<file path="config.mk">
export PLATFORM = sky130hd
export DESIGN_NAME = tsr_telemetry_status_regs
export DESIGN_NICKNAME = d
export VERILOG_FILES = /design/src/hw/tsr_pkg.sv /design/src/hw/tsr_telemetry_status_regs.sv
export SDC_FILE = /design/constraint.sdc
export NUM_CORES = 2
export LEC_CHECK = 0
export CAP_MARGIN = 0
export CORE_MARGIN = 2
export CORE_UTILIZATION = 45
export CTS_BUF_LIST = sky130_fd_sc_hd__clkbuf_16
export DETAILED_ROUTE_END_ITERATION = 7
export DONT_BUFFER_PORTS = 1
export GPL_ROUTABILITY_DRIVEN = 0
export PLACE_DENSITY_LB_ADDON = 0.05
export SYNTH_ARGS = -nofsm -noshare
export SYNTH_HDL_FRONTEND = slang
export SYNTH_SLANG_ARGS = --single-unit
</file>
<file path="constraint.sdc">
create_clock -name sys_clk -period 47.3 [get_ports sys_clk]
set_clock_uncertainty 0.15 [all_clocks]
set_input_delay 4.73 -clock sys_clk [delete_from_list [all_inputs] [get_ports sys_clk]]
set_output_delay 4.73 -clock sys_clk [all_outputs]
set_load 0.02 [all_outputs]
</file>
<file path="src/hw/tsr_pkg.sv">
// Package of constants and carrier types for the telemetry and status bank.
package tsr_pkg;

	// ----------------------------------------------------------------
	// Command codes
	// ----------------------------------------------------------------
	localparam logic [7:0] CMD_CLEAR_FAULTS = 8'h03;
	localparam logic [7:0] CMD_COEF_FIRST = 8'he3;
	localparam logic [7:0] CMD_COEF_LAST = 8'he6;
	localparam logic [7:0] CMD_FAULT_WORD = 8'h79;
	localparam logic [7:0] CMD_VOUT_FLAGS = 8'h7a;
	localparam logic [7:0] CMD_IOUT_FLAGS = 8'h7b;
	localparam logic [7:0] CMD_INPUT_FLAGS = 8'h7c;
	localparam logic [7:0] CMD_THERM_FLAGS = 8'h7d;
	localparam logic [7:0] CMD_COMM_FLAGS = 8'h7e;
	localparam logic [7:0] CMD_VIN_READ = 8'h88;
	localparam logic [7:0] CMD_VOUT_READ = 8'h8b;
	localparam logic [7:0] CMD_IOUT_READ = 8'h8c;
	localparam logic [7:0] CMD_TEMP_READ = 8'h8d;
	localparam logic [7:0] CMD_VOUT_TRIM_OFS = 8'hd0;
	localparam logic [7:0] CMD_VIN_TRIM_OFS = 8'hd1;
	localparam logic [7:0] CMD_VIN_TRIM_GAIN = 8'hd2;
	localparam logic [7:0] CMD_IOUT_TRIM_OFS = 8'hd3;
	localparam logic [7:0] CMD_IOUT_TRIM_GAIN = 8'hd4;

	// ----------------------------------------------------------------
	// Number formats
	// ----------------------------------------------------------------
	localparam logic [4:0] EXP_MINUS3 = 5'h1d;
	localparam logic [4:0] EXP_MINUS2 = 5'h1e;
	localparam int GAIN_SHIFT = 13;
	localparam logic [10:0] MANT_MAX = 11'h3ff;
	localparam int BLANK_MILLIAMP = 1650;
	localparam int IOUT_LSB_MILLIAMP = 125;
	localparam int TC_SHIFT = 12;

	// ----------------------------------------------------------------
	// Status bit positions
	// ----------------------------------------------------------------
	localparam int SW_VOUT = 15;
	localparam int SW_IOUT = 14;
	localparam int SW_INPUT = 13;
	localparam int SW_PGOOD_N = 11;
	localparam int SW_OFF = 6;
	localparam int SW_VOUT_OV = 5;
	localparam int SW_IOUT_OC = 4;
	localparam int SW_VIN_UV = 3;
	localparam int SW_TEMP = 2;
	localparam int SW_CML = 1;
	localparam int VF_OV = 7;
	localparam int IF_OC = 7;
	localparam int IF_OC_WARN = 5;
	localparam int INF_OV = 7;
	localparam int INF_UV = 4;
	localparam int INF_LOW_OFF = 3;
	localparam int TF_OT = 7;
	localparam int TF_OT_WARN = 6;
	localparam int CF_CMD = 7;
	localparam int CF_DATA = 6;
	localparam int CF_PEC = 5;

	// ----------------------------------------------------------------
	// Reset values
	// ----------------------------------------------------------------
	localparam logic [7:0] FLAGS_RESET = 8'h00;
	localparam logic [15:0] WORD_RESET = 16'h0000;
	localparam logic [15:0] PROP_RESET = 16'h08fc;
	localparam logic [15:0] INTEG_RESET = 16'h002d;
	localparam logic [15:0] DERIV_RESET = 16'hfb50;
	localparam logic [15:0] FILT_RESET = 16'h00c8;

	// ----------------------------------------------------------------
	// Carrier types
	// ----------------------------------------------------------------
	typedef struct packed {
		logic valid;
		logic write;
		logic [7:0] code;
		logic [15:0] data;
		logic pecOk;
	} tsr_req_t;

	typedef struct packed {
		logic [15:0] voutOfs;
		logic [10:0] vinOfs;
		logic [15:0] vinGain;
		logic [10:0] ioutOfs;
		logic [15:0] ioutGain;
	} tsr_cal_t;

	typedef struct packed {
		logic [15:0] voutRaw;
		logic [10:0] vinRaw;
		logic [10:0] ioutRaw;
		logic ioutSink;
		logic [10:0] tempRaw;
	} tsr_meas_t;

	typedef struct packed {
		logic voutOv;
		logic ioutOc;
		logic ioutOcWarn;
		logic vinOv;
		logic vinUv;
		logic lowVinOff;
		logic otFault;
		logic otWarn;
		logic powerNotGood;
		logic outputOff;
	} tsr_evt_t;

	typedef struct packed {
		logic [15:0] proportional;
		logic [15:0] integral;
		logic [15:0] derivative;
		logic [15:0] filter;
	} tsr_loop_t;

endpackage

</file>
<file path="src/hw/tsr_telemetry_status_regs.sv">
// Telemetry readings, trim values, loop coefficients and status flags.
`timescale 1ns/1ns

// Summary of operation
// - Four loop coefficients read/write at codes E3-E6
// - Output voltage: unsigned 16-bit mantissa, exponent -12
// - Output voltage adds signed factory offset
// - Input voltage linear, exponent -3, nonnegative
// - Input offset trim: exponent -3, signed mantissa
// - Input reading scaled by gain over 8192
// - Output current linear, exponent -3, nonnegative
// - Current below blanking threshold reads zero
// - Current offset trim: exponent -3, signed mantissa
// - Current reading scaled by gain over 8192
// - Sinking current reads as zero
// - Current reading is temperature compensated
// - Temperature linear, exponent -2, signed mantissa
// - Summary word with documented bit positions
// - Output voltage byte: overvoltage in bit 7
// - Current byte: fault bit 7, warning bit 5
// - Input byte: bits 7, 4 and 3
// - Thermal byte: fault bit 7, warning 6
// - Comm byte: command 7, data 6, checksum 5
// - Unsupported status bits read zero, all reset zero
// - Clear-faults command clears latched flags
module tsr_telemetry_status_regs
	import tsr_pkg::*;
(
	// Clock and reset.
	input wire logic sys_clk,
	input wire logic srst,
	// Command port from the bus engine.
	input tsr_req_t req,
	output logic rspValid_r,
	output logic rspNack_r,
	output logic [15:0] rspData_r,
	// Measurements, factory trims and fault conditions.
	input tsr_meas_t meas,
	input tsr_cal_t cal,
	input tsr_evt_t evt,
	// Coefficients to the control loop.
	output tsr_loop_t loopCoef
);

	// ----------------------------------------------------------------
	// Helper functions
	// ----------------------------------------------------------------

	// Scales a raw mantissa by gain/8192, adds a signed offset, clamps.
	function automatic logic [10:0] gain_correct(input logic [10:0] raw,
			input logic [15:0] gain, input logic [10:0] ofs);
		logic [26:0] prod;
		logic signed [16:0] sum;
		prod = raw * gain;
		sum = $signed({3'b000, prod[26:GAIN_SHIFT]})
			+ $signed({{6{ofs[10]}}, ofs});
		if (sum < 0) begin
			return 11'h000;
		end else if (sum > $signed({6'h00, MANT_MAX})) begin
			return MANT_MAX;
		end else begin
			return sum[10:0];
		end
	endfunction

	// Tells whether a command code names a readable value.
	function automatic logic is_readable(input logic [7:0] code);
		case (code)
			CMD_FAULT_WORD, CMD_VOUT_FLAGS, CMD_IOUT_FLAGS,
			CMD_INPUT_FLAGS, CMD_THERM_FLAGS, CMD_COMM_FLAGS,
			CMD_VIN_READ, CMD_VOUT_READ, CMD_IOUT_READ, CMD_TEMP_READ,
			CMD_VOUT_TRIM_OFS, CMD_VIN_TRIM_OFS, CMD_VIN_TRIM_GAIN,
			CMD_IOUT_TRIM_OFS, CMD_IOUT_TRIM_GAIN: begin
				return 1'b1;
			end
			default: begin
				return (code >= CMD_COEF_FIRST) && (code <= CMD_COEF_LAST);
			end
		endcase
	endfunction

	// ----------------------------------------------------------------
	// Request decode
	// ----------------------------------------------------------------
	logic isCoef;
	logic known;
	logic pecBad;
	logic doClear;
	logic doCoefWr;
	logic badCmd;
	logic badData;
	logic [1:0] coefIdx;

	// Classifies the request; a write with a bad checksum neither clears, writes a coefficient nor flags bad data.
	assign isCoef = (req.code >= CMD_COEF_FIRST) && (req.code <= CMD_COEF_LAST);
	assign known = is_readable(req.code) || (req.code == CMD_CLEAR_FAULTS);
	assign pecBad = req.valid && req.write && !req.pecOk;
	assign doClear = req.valid && req.write && req.pecOk
		&& (req.code == CMD_CLEAR_FAULTS);
	assign doCoefWr = req.valid && req.write && req.pecOk && isCoef;
	assign badCmd = req.valid && !known;
	assign badData = req.valid && req.write && req.pecOk && known
		&& !isCoef && (req.code != CMD_CLEAR_FAULTS);
	assign coefIdx = 2'(req.code - CMD_COEF_FIRST);

	// ----------------------------------------------------------------
	// Loop coefficients
	// ----------------------------------------------------------------

	// Coefficients written by the host steer the control loop directly.
	always_ff @(posedge sys_clk) begin
		if (srst) begin
			loopCoef <= '{PROP_RESET, INTEG_RESET, DERIV_RESET, FILT_RESET};
		end else if (doCoefWr) begin
			case (coefIdx)
				2'h0: loopCoef.proportional <= req.data;
				2'h1: loopCoef.integral <= req.data;
				2'h2: loopCoef.derivative <= req.data;
				default: loopCoef.filter <= req.data;
			endcase
		end
	end

	// ----------------------------------------------------------------
	// Corrected readings
	// ----------------------------------------------------------------
	logic [15:0] voutRead_r;
	logic [10:0] vinMant_r;
	logic [10:0] ioutMant_r;
	logic [16:0] voutSum;
	logic [10:0] ioutTc;
	logic [10:0] ioutCorr;
	logic signed [22:0] tcProd;
	logic signed [12:0] tcSum;

	// Output voltage plus signed offset, clamped to the 16-bit range.
	assign voutSum = {1'b0, meas.voutRaw}
		+ {cal.voutOfs[15], cal.voutOfs};

	// Current scaled by temperature before gain and offset are applied.
	assign tcProd = $signed({1'b0, meas.ioutRaw}) * $signed(meas.tempRaw);
	assign tcSum = $signed({2'b00, meas.ioutRaw})
		+ 13'(tcProd >>> TC_SHIFT);
	assign ioutTc = tcSum < 0 ? 11'h000 :
		(tcSum > $signed({2'b00, MANT_MAX}) ? MANT_MAX : tcSum[10:0]);
	assign ioutCorr = gain_correct(ioutTc, cal.ioutGain, cal.ioutOfs);

	// Readings are refreshed every cycle from the measurements.
	always_ff @(posedge sys_clk) begin
		if (srst) begin
			voutRead_r <= WORD_RESET;
		end else if (cal.voutOfs[15] && voutSum[16]) begin
			voutRead_r <= WORD_RESET;
		end else if (!cal.voutOfs[15] && voutSum[16]) begin
			voutRead_r <= 16'hffff;
		end else begin
			voutRead_r <= voutSum[15:0];
		end
	end

	// Input voltage through gain and offset trim.
	always_ff @(posedge sys_clk) begin
		if (srst) begin
			vinMant_r <= 11'h000;
		end else begin
			vinMant_r <= gain_correct(meas.vinRaw, cal.vinGain,
				cal.vinOfs);
		end
	end

	// Output current, zero while sinking or below the blanking level.
	always_ff @(posedge sys_clk) begin
		if (srst) begin
			ioutMant_r <= 11'h000;
		end else if (meas.ioutSink) begin
			ioutMant_r <= 11'h000;
		end else if (int'(ioutCorr) * IOUT_LSB_MILLIAMP < BLANK_MILLIAMP) begin
			ioutMant_r <= 11'h000;
		end else begin
			ioutMant_r <= ioutCorr;
		end
	end

	// ----------------------------------------------------------------
	// Sticky status bytes
	// ----------------------------------------------------------------
	logic [7:0] voutFlags_r;
	logic [7:0] ioutFlags_r;
	logic [7:0] inFlags_r;
	logic [7:0] thermFlags_r;
	logic [7:0] commFlags_r;
	logic [7:0] voutSet;
	logic [7:0] ioutSet;
	logic [7:0] inSet;
	logic [7:0] thermSet;
	logic [7:0] commSet;

	// Only the supported bits can ever be set; the rest stay zero.
	always_comb begin
		voutSet = 8'h00;
		ioutSet = 8'h00;
		inSet = 8'h00;
		thermSet = 8'h00;
		commSet = 8'h00;
		voutSet[VF_OV] = evt.voutOv;
		ioutSet[IF_OC] = evt.ioutOc;
		ioutSet[IF_OC_WARN] = evt.ioutOcWarn;
		inSet[INF_OV] = evt.vinOv;
		inSet[INF_UV] = evt.vinUv;
		inSet[INF_LOW_OFF] = evt.lowVinOff;
		thermSet[TF_OT] = evt.otFault;
		thermSet[TF_OT_WARN] = evt.otWarn;
		commSet[CF_CMD] = badCmd;
		commSet[CF_DATA] = badData;
		commSet[CF_PEC] = pecBad;
	end

	// Flags latch and hold until cleared; a new event beats the clear.
	always_ff @(posedge sys_clk) begin
		if (srst) begin
			voutFlags_r <= FLAGS_RESET;
			ioutFlags_r <= FLAGS_RESET;
			inFlags_r <= FLAGS_RESET;
			thermFlags_r <= FLAGS_RESET;
			commFlags_r <= FLAGS_RESET;
		end else begin
			voutFlags_r <= (voutFlags_r & ~{8{doClear}}) | voutSet;
			ioutFlags_r <= (ioutFlags_r & ~{8{doClear}}) | ioutSet;
			inFlags_r <= (inFlags_r & ~{8{doClear}}) | inSet;
			thermFlags_r <= (thermFlags_r & ~{8{doClear}}) | thermSet;
			commFlags_r <= (commFlags_r & ~{8{doClear}}) | commSet;
		end
	end

	// ----------------------------------------------------------------
	// Summary word
	// ----------------------------------------------------------------
	logic [15:0] summary;

	// Summary bits are ORs of, or single bits from, the detailed bytes plus two live levels.
	always_comb begin
		summary = WORD_RESET;
		summary[SW_VOUT] = |voutFlags_r;
		summary[SW_IOUT] = |ioutFlags_r;
		summary[SW_INPUT] = |inFlags_r;
		summary[SW_PGOOD_N] = evt.powerNotGood;
		summary[SW_OFF] = evt.outputOff;
		summary[SW_VOUT_OV] = voutFlags_r[VF_OV];
		summary[SW_IOUT_OC] = ioutFlags_r[IF_OC];
		summary[SW_VIN_UV] = inFlags_r[INF_UV];
		summary[SW_TEMP] = |thermFlags_r;
		summary[SW_CML] = |commFlags_r;
	end

	// ----------------------------------------------------------------
	// Read response
	// ----------------------------------------------------------------
	logic [15:0] rdMux;

	// Selects the value for the requested command code.
	always_comb begin
		rdMux = WORD_RESET;
		case (req.code)
			CMD_FAULT_WORD: rdMux = summary;
			CMD_VOUT_FLAGS: rdMux = {8'h00, voutFlags_r};
			CMD_IOUT_FLAGS: rdMux = {8'h00, ioutFlags_r};
			CMD_INPUT_FLAGS: rdMux = {8'h00, inFlags_r};
			CMD_THERM_FLAGS: rdMux = {8'h00, thermFlags_r};
			CMD_COMM_FLAGS: rdMux = {8'h00, commFlags_r};
			CMD_VOUT_READ: rdMux = voutRead_r;
			CMD_VIN_READ: rdMux = {EXP_MINUS3, vinMant_r};
			CMD_IOUT_READ: rdMux = {EXP_MINUS3, ioutMant_r};
			CMD_TEMP_READ: rdMux = {EXP_MINUS2, meas.tempRaw};
			CMD_VOUT_TRIM_OFS: rdMux = cal.voutOfs;
			CMD_VIN_TRIM_OFS: rdMux = {EXP_MINUS3, cal.vinOfs};
			CMD_VIN_TRIM_GAIN: rdMux = cal.vinGain;
			CMD_IOUT_TRIM_OFS: rdMux = {EXP_MINUS3, cal.ioutOfs};
			CMD_IOUT_TRIM_GAIN: rdMux = cal.ioutGain;
			CMD_COEF_FIRST: rdMux = loopCoef.proportional;
			8'he4: rdMux = loopCoef.integral;
			8'he5: rdMux = loopCoef.derivative;
			CMD_COEF_LAST: rdMux = loopCoef.filter;
			default: rdMux = WORD_RESET;
		endcase
	end

	// Every request is answered one cycle later; unknown codes are refused.
	always_ff @(posedge sys_clk) begin
		if (srst) begin
			rspValid_r <= 1'b0;
			rspNack_r <= 1'b0;
			rspData_r <= WORD_RESET;
		end else begin
			rspValid_r <= req.valid;
			rspNack_r <= badCmd || badData || pecBad;
			rspData_r <= (req.valid && !req.write) ? rdMux : WORD_RESET;
		end
	end
endmodule // tsr_telemetry_status_regs

</file>
# == Word-level counts from Yosys, hierarchy flattened ==
# Cells that the tools add are included.
# totals
out_inout_bits,82
inputBits,159
elab_cells,116
regBits,160
# op_classes
mux,8
magnitude_cmp,9
bitwise,13
eq_ne,23
n_mul,4
n_reduce_logical,38
addsub,5
# ops
cell,count
case mux 16 bit (19 select lines),1
== test 8 bit (second input constant),13
multiplier 11 x 16 -> 27 bit,2
== test 8 x 7 -> 1 bit (second input constant),6
two-way mux 11 bit,4
AND 8 bit,5
bitwise OR 8 bit,5
OR reduction 8 bit,5
adder 15 x 11 -> 16 bit,2
greater-than comparator 16 x 11 -> 1 bit (second input constant),2
less-than comparator 16 x 1 -> 1 bit (second input constant),2
multiplier 12 x 11 -> 23 bit,1
less-than comparator 18 x 11 -> 1 bit (second input constant),1
multiplier 11 x 7 -> 18 bit (second input constant),1
adder 16 x 17 -> 17 bit,1
two-way mux 16 bit,1
OR reduction 15 bit,1
adder 12 x 11 -> 13 bit,1
greater-than comparator 13 x 11 -> 1 bit (second input constant),1
logical AND 1 bit,13
less-than comparator 13 x 1 -> 1 bit (second input constant),1
two-way mux 10 bit,1
OR reduction 3 bit,3
== test 8 x 2 -> 1 bit (second input constant),1
other kinds (14),26

# == Depth between registers and ports, before layout ==
# logic_depth
depth_word,13
ltp_mapped,84

# == Worst setup path after synthesis ==
# OpenSTA, ideal clock, no wires.
# synth_path
path_type,in2reg
startpoint,input port meas[22] in the netlist's numbering
endpoint,register ioutMant_r[5]
required_ns,46.997
arrival_ns,23.252
path_slack_ns,23.745
stages,74
path_cell_list,clkbuf_1 > nand2_1 > fa_1 > inv_1 > fa_1 > fa_1 > fa_1 > inv_1 > fa_1 > inv_1 > ha_1 > and2_1 > a221o_1 > o21a_1 > o21a_1 > o21a_1 > o21a_1 > o21a_1 > (+38 left out) > o21ai_0 > inv_1 > ha_1 > inv_1 > fa_1 > fa_1 > fa_1 > inv_1 > ha_1 > o21a_1 > o21a_1 > or3_1 > a31oi_1 > o22ai_1 > a2111oi_0 > a41o_1 > o211ai_1 > nor2b_1
# synth_between
elab_chain_len,13
word_cells_on_any_way,15
classes_between,add/sub (2); mul (3); order compare (5); mux (4); reduce/logical (1)
# synth_rtl
element,line,text
from (decl),tsr_telemetry_status_regs.sv:38,"input tsr_meas_t meas,"
multiplier 12 x 11 -> 23 bit,tsr_telemetry_status_regs.sv:141,"assign tcProd = $signed({1'b0, meas.ioutRaw}) * $signed(meas.tempRaw);"
adder 12 x 11 -> 13 bit *,tsr_telemetry_status_regs.sv:143,+ 13'(tcProd >>> TC_SHIFT);
greater-than comparator 13 x 11 -> 1 bit,tsr_telemetry_status_regs.sv:145,"(tcSum > $signed({2'b00, MANT_MAX}) ? MANT_MAX : tcSum[10:0]);"
two-way mux 11 bit,tsr_telemetry_status_regs.sv:145,
two-way mux 11 bit *,tsr_telemetry_status_regs.sv:144,assign ioutTc = tcSum < 0 ? 11'h000 :
multiplier 11 x 16 -> 27 bit *,tsr_telemetry_status_regs.sv:54,prod = raw * gain;
adder 15 x 11 -> 16 bit *,tsr_telemetry_status_regs.sv:56,"+ $signed({{6{ofs[10]}}, ofs});"
greater-than comparator 16 x 11 -> 1 bit,tsr_telemetry_status_regs.sv:59,"end else if (sum > $signed({6'h00, MANT_MAX})) begin"
two-way mux 11 bit,tsr_telemetry_status_regs.sv:59,
two-way mux 11 bit *,tsr_telemetry_status_regs.sv:57,if (sum < 0) begin
net ioutCorr[5],tsr_telemetry_status_regs.sv:132,logic [10:0] ioutCorr;
multiplier 11 x 7 -> 18 bit,tsr_telemetry_status_regs.sv:177,end else if (int'(ioutCorr) * IOUT_LSB_MILLIAMP < BLANK_MILLIAMP) begin
less-than comparator 18 x 11 -> 1 bit,tsr_telemetry_status_regs.sv:177,
OR reduction 3 bit (no source line),n/a,
to (signal assigned),tsr_telemetry_status_regs.sv:180,ioutMant_r <= ioutCorr;
to (decl),tsr_telemetry_status_regs.sv:129,logic [10:0] ioutMant_r;
# Mark *: on every way through the listed nets, which the timed path passes. The rest lies on a longest branch.
# A chain may end at the register's enable or synchronous reset.

# == Worst setup path after layout ==
# layout_path
startpoint,input port meas[10] in the netlist's numbering
endpoint,register ioutMant_r[7]
# layout_between
elab_chain_len,13
word_cells_on_any_way,15
classes_between,add/sub (2); mul (3); order compare (5); mux (4); reduce/logical (1)
# layout_rtl
element,line
multiplier 12 x 11 -> 23 bit *,tsr_telemetry_status_regs.sv:141
adder 12 x 11 -> 13 bit *,tsr_telemetry_status_regs.sv:143
greater-than comparator 13 x 11 -> 1 bit,tsr_telemetry_status_regs.sv:145
two-way mux 11 bit,tsr_telemetry_status_regs.sv:145
two-way mux 11 bit *,tsr_telemetry_status_regs.sv:144
multiplier 11 x 16 -> 27 bit *,tsr_telemetry_status_regs.sv:54
adder 15 x 11 -> 16 bit *,tsr_telemetry_status_regs.sv:56
greater-than comparator 16 x 11 -> 1 bit,tsr_telemetry_status_regs.sv:59
two-way mux 11 bit,tsr_telemetry_status_regs.sv:59
two-way mux 11 bit *,tsr_telemetry_status_regs.sv:57
net ioutCorr[3],tsr_telemetry_status_regs.sv:132
multiplier 11 x 7 -> 18 bit *,tsr_telemetry_status_regs.sv:177
less-than comparator 18 x 11 -> 1 bit *,tsr_telemetry_status_regs.sv:177
OR reduction 3 bit (no source line) *,n/a
# Marked as above.

==> results by group <==
Outcome
  • Status: finished, final reports clean

Timing
  • Fmax: 40.0 MHz
  • Final Max Slew Viols: 0
  • Fin. Hold Viols: 0
  • Final min period: 25030 ps
  • Crit share post-route: 52.9%
  • Final setup fails: 0
  • Setup TNS: 0 ps
  • RSZ-0062 raised after global routing: false
  • Final hold slack: 308 ps
  • Worst slew pin tran: 1200 ps
  • Max transition margin: 20.1%

GRT
  • Largest net degree at the start of global routing: 82
  • Tot GR Track Use: 29.6%
  • Vias in the first global route: 21397
  • First-pass GRT wire length: 128 mm
  • Overflow after GRT: 0
  • Initial antenna violation count: 9

Floorplanning
  • Rows: 86
  • Die height: 240 um
  • Core area: 55200 um^2
  • Initial Utilization: 45.6%
  • Die area: 57800 um^2
  • I/O pin cnt: 241
  • Die extent in x: 240 um

Synth
  • #FFs+latches synth: 160
  • Yosys cell types: 78
  • Synth area leader: fa_1
  • YS warnings: 0
  • EDFF count, synth: 0
  • Average size of a mapped cell: 8.54 um^2
  • Cells after synthesis: 2948
  • Seq/Total Area, Yosys: 12.7%
  • Post-synth ARST share: 0%
  • Mapped cell area: 25200 um^2
  • Top cells by area, synth: fa_1 (29%), ha_1 (15%), dfxtp_1 (13%)
  • Share of Yosys cell area claimed by the top area cell type: 29.0%
  • Dominant synthesized flop cell: dfxtp_1

Finish
  • Final Util: 48.2%
  • Final #Nets: 3711
  • Share of layout cells above drive strength 1: 3.06%
  • Commonest non-fill, non-tap cell in the layout: inv_1
  • Post-route cell area: 26600 um^2
  • Area Growth Syn to Fin: 5.64%
  • Commonest non-fill, non-tap cells in the layout: inv_1 (447), nand2_1 (442), fa_1 (364), ha_1 (294), and2_1 (229)

Clocking
  • Clk_lat worst skew: 460 ps
  • CTS root buffer: clkbuf_16
  • Clk sink count: 160
  • Cts hold-fix bufs: 0
  • Post-CTS resize count: 0
  • CTS tree: built
  • Worst-path clk slew: 60 ps
  • Postcts setup bufs: 0
  • H-tree depth: 4
  • Max clock buf depth: 2
  • TritonCTS buffer count: 17

Detailed routing
  • Total Routed Length: 82.6 mm
  • Routed Antenna Nets: 0
  • Initial DRC Count: 1487
  • Routed vias: 20521
  • First drt pass iteration count: 7
  • DRC Markers: 0
  • Routed wire per std cell: 22.6 um
  • Via density: 5.61

Worst hold path
  • Worst hold path type: flop to flop
  • Min-delay src: thermFlags_r[2]

Placed design
  • IO buf count: 0
  • Placed cell areas: 26000 um^2
  • Post-DP HPWL: 66.9 mm

Setup path
  • Most Frequent Cell on Critical Path: fa_1
  • CP Launch Type: input port
  • Type of the worst setup path: input port to flop
  • CP Data Required Time: 47540 ps
  • Critical path arrival: 25270 ps
  • Crit Path Max Fanout: 16
  • Slowest CP cell: nor4b_1
  • CP Capture Type: flop
  • R2R Path Start: commFlags_r[6]
  • Crit path from: meas[10]
  • CP peak stage delay: 740 ps

Run
  • Max_cap viols: 0
path summary, 6_finish.rpt:
| check | cells after the start | end | slack (ps) |
|---|---|---|---|
| min | 1 | thermFlags_r[2] | 310 |
| max reg2reg | 6 | rspData_r[1] | 45140 |
| max | 76 | ioutMant_r[7] | 22270 |
| min reg2reg | 1 | thermFlags_r[2] | 310 |
worst max-delay path, delay by kind of cell:
family,cells,cell delay (ps)
xor gates and xnor gates,3,790
AOI/OAI and AO/OA,28,6720
buffers and inverters,11,1080
adders and majority gates,19,8270
and+or+nand+nor,15,3640
cell type report:
class | instances | area [um^2]
inverter | 446 | 1670
clock inverter | 15 | 170
sequential | 160 | 3200
timing repair buffer | 26 | 195
tap | 748 | 936
antenna | 6 | 15.0
fill | 5309 | 28600
multi-input combinational | 2243 | 20000
clock buffer | 17 | 425
synthesized netlist by cell type (15+ instances only):
cell,instances
inv_1,445
nand2_1,442
fa_1,364
ha_1,294
and2_1,229
dfxtp_1,160
a21oi_1,145
clkbuf_1,117
nor2_1,112
o21ai_0,66
xnor2_1,49
a22oi_1,38
nor3_1,34
a31oi_1,33
nand3_1,32
xor2_1,32
o21a_1,28
a221oi_1,26
nand3b_1,25
nor2b_1,23
a21o_1,20
nand2b_1,20
and3_1,17
a22o_1,16
o211ai_1,15
kinds of logic after synthesis:
kind of cell / after synthesis / share of synthesized area, %
AND/OR/NAND/NOR: 988 / 19.0
adder cells (fa/ha/maj): 658 / 43.6
buffers and inverters: 567 / 8.46
AO/OA/AOI/OAI: 483 / 13.0
flip-flops: 160 / 12.7
XOR/XNOR: 81 / 2.82
multiplexers: 9 / 0.358
other: 2 / 0.0298
metal layers:
metal	routed length (um)	track usage, %
met3	7820	8.63
met2	37500	47.7
met4	3250	10.9
met1	34000	37.6
met5	42	0
through the flow:
stage	cells	setup slack [ps]
6_report	3661	22270
3_3_place_gp	3623	22800
5_1_grt	3658	20900
2_1_floorplan	2970	23740
3_5_place_dp	3623	22130
4_1_cts	3655	22480
sequential cells by signal, summed over array words and instances (netlist names), 8 cells and up:
| name | count |
|---|---|
| voutFlags_r | 8 |
| ioutFlags_r | 8 |
| inFlags_r | 8 |
| loopCoef | 64 |
| thermFlags_r | 8 |
| ioutMant_r | 11 |
| voutRead_r | 16 |
| vinMant_r | 11 |
| commFlags_r | 8 |
| rspData_r | 16 |
Power is left out: the tool's default activity adds up to more than one toggle a clock period on the data nets, which glitch-free logic cannot reach.
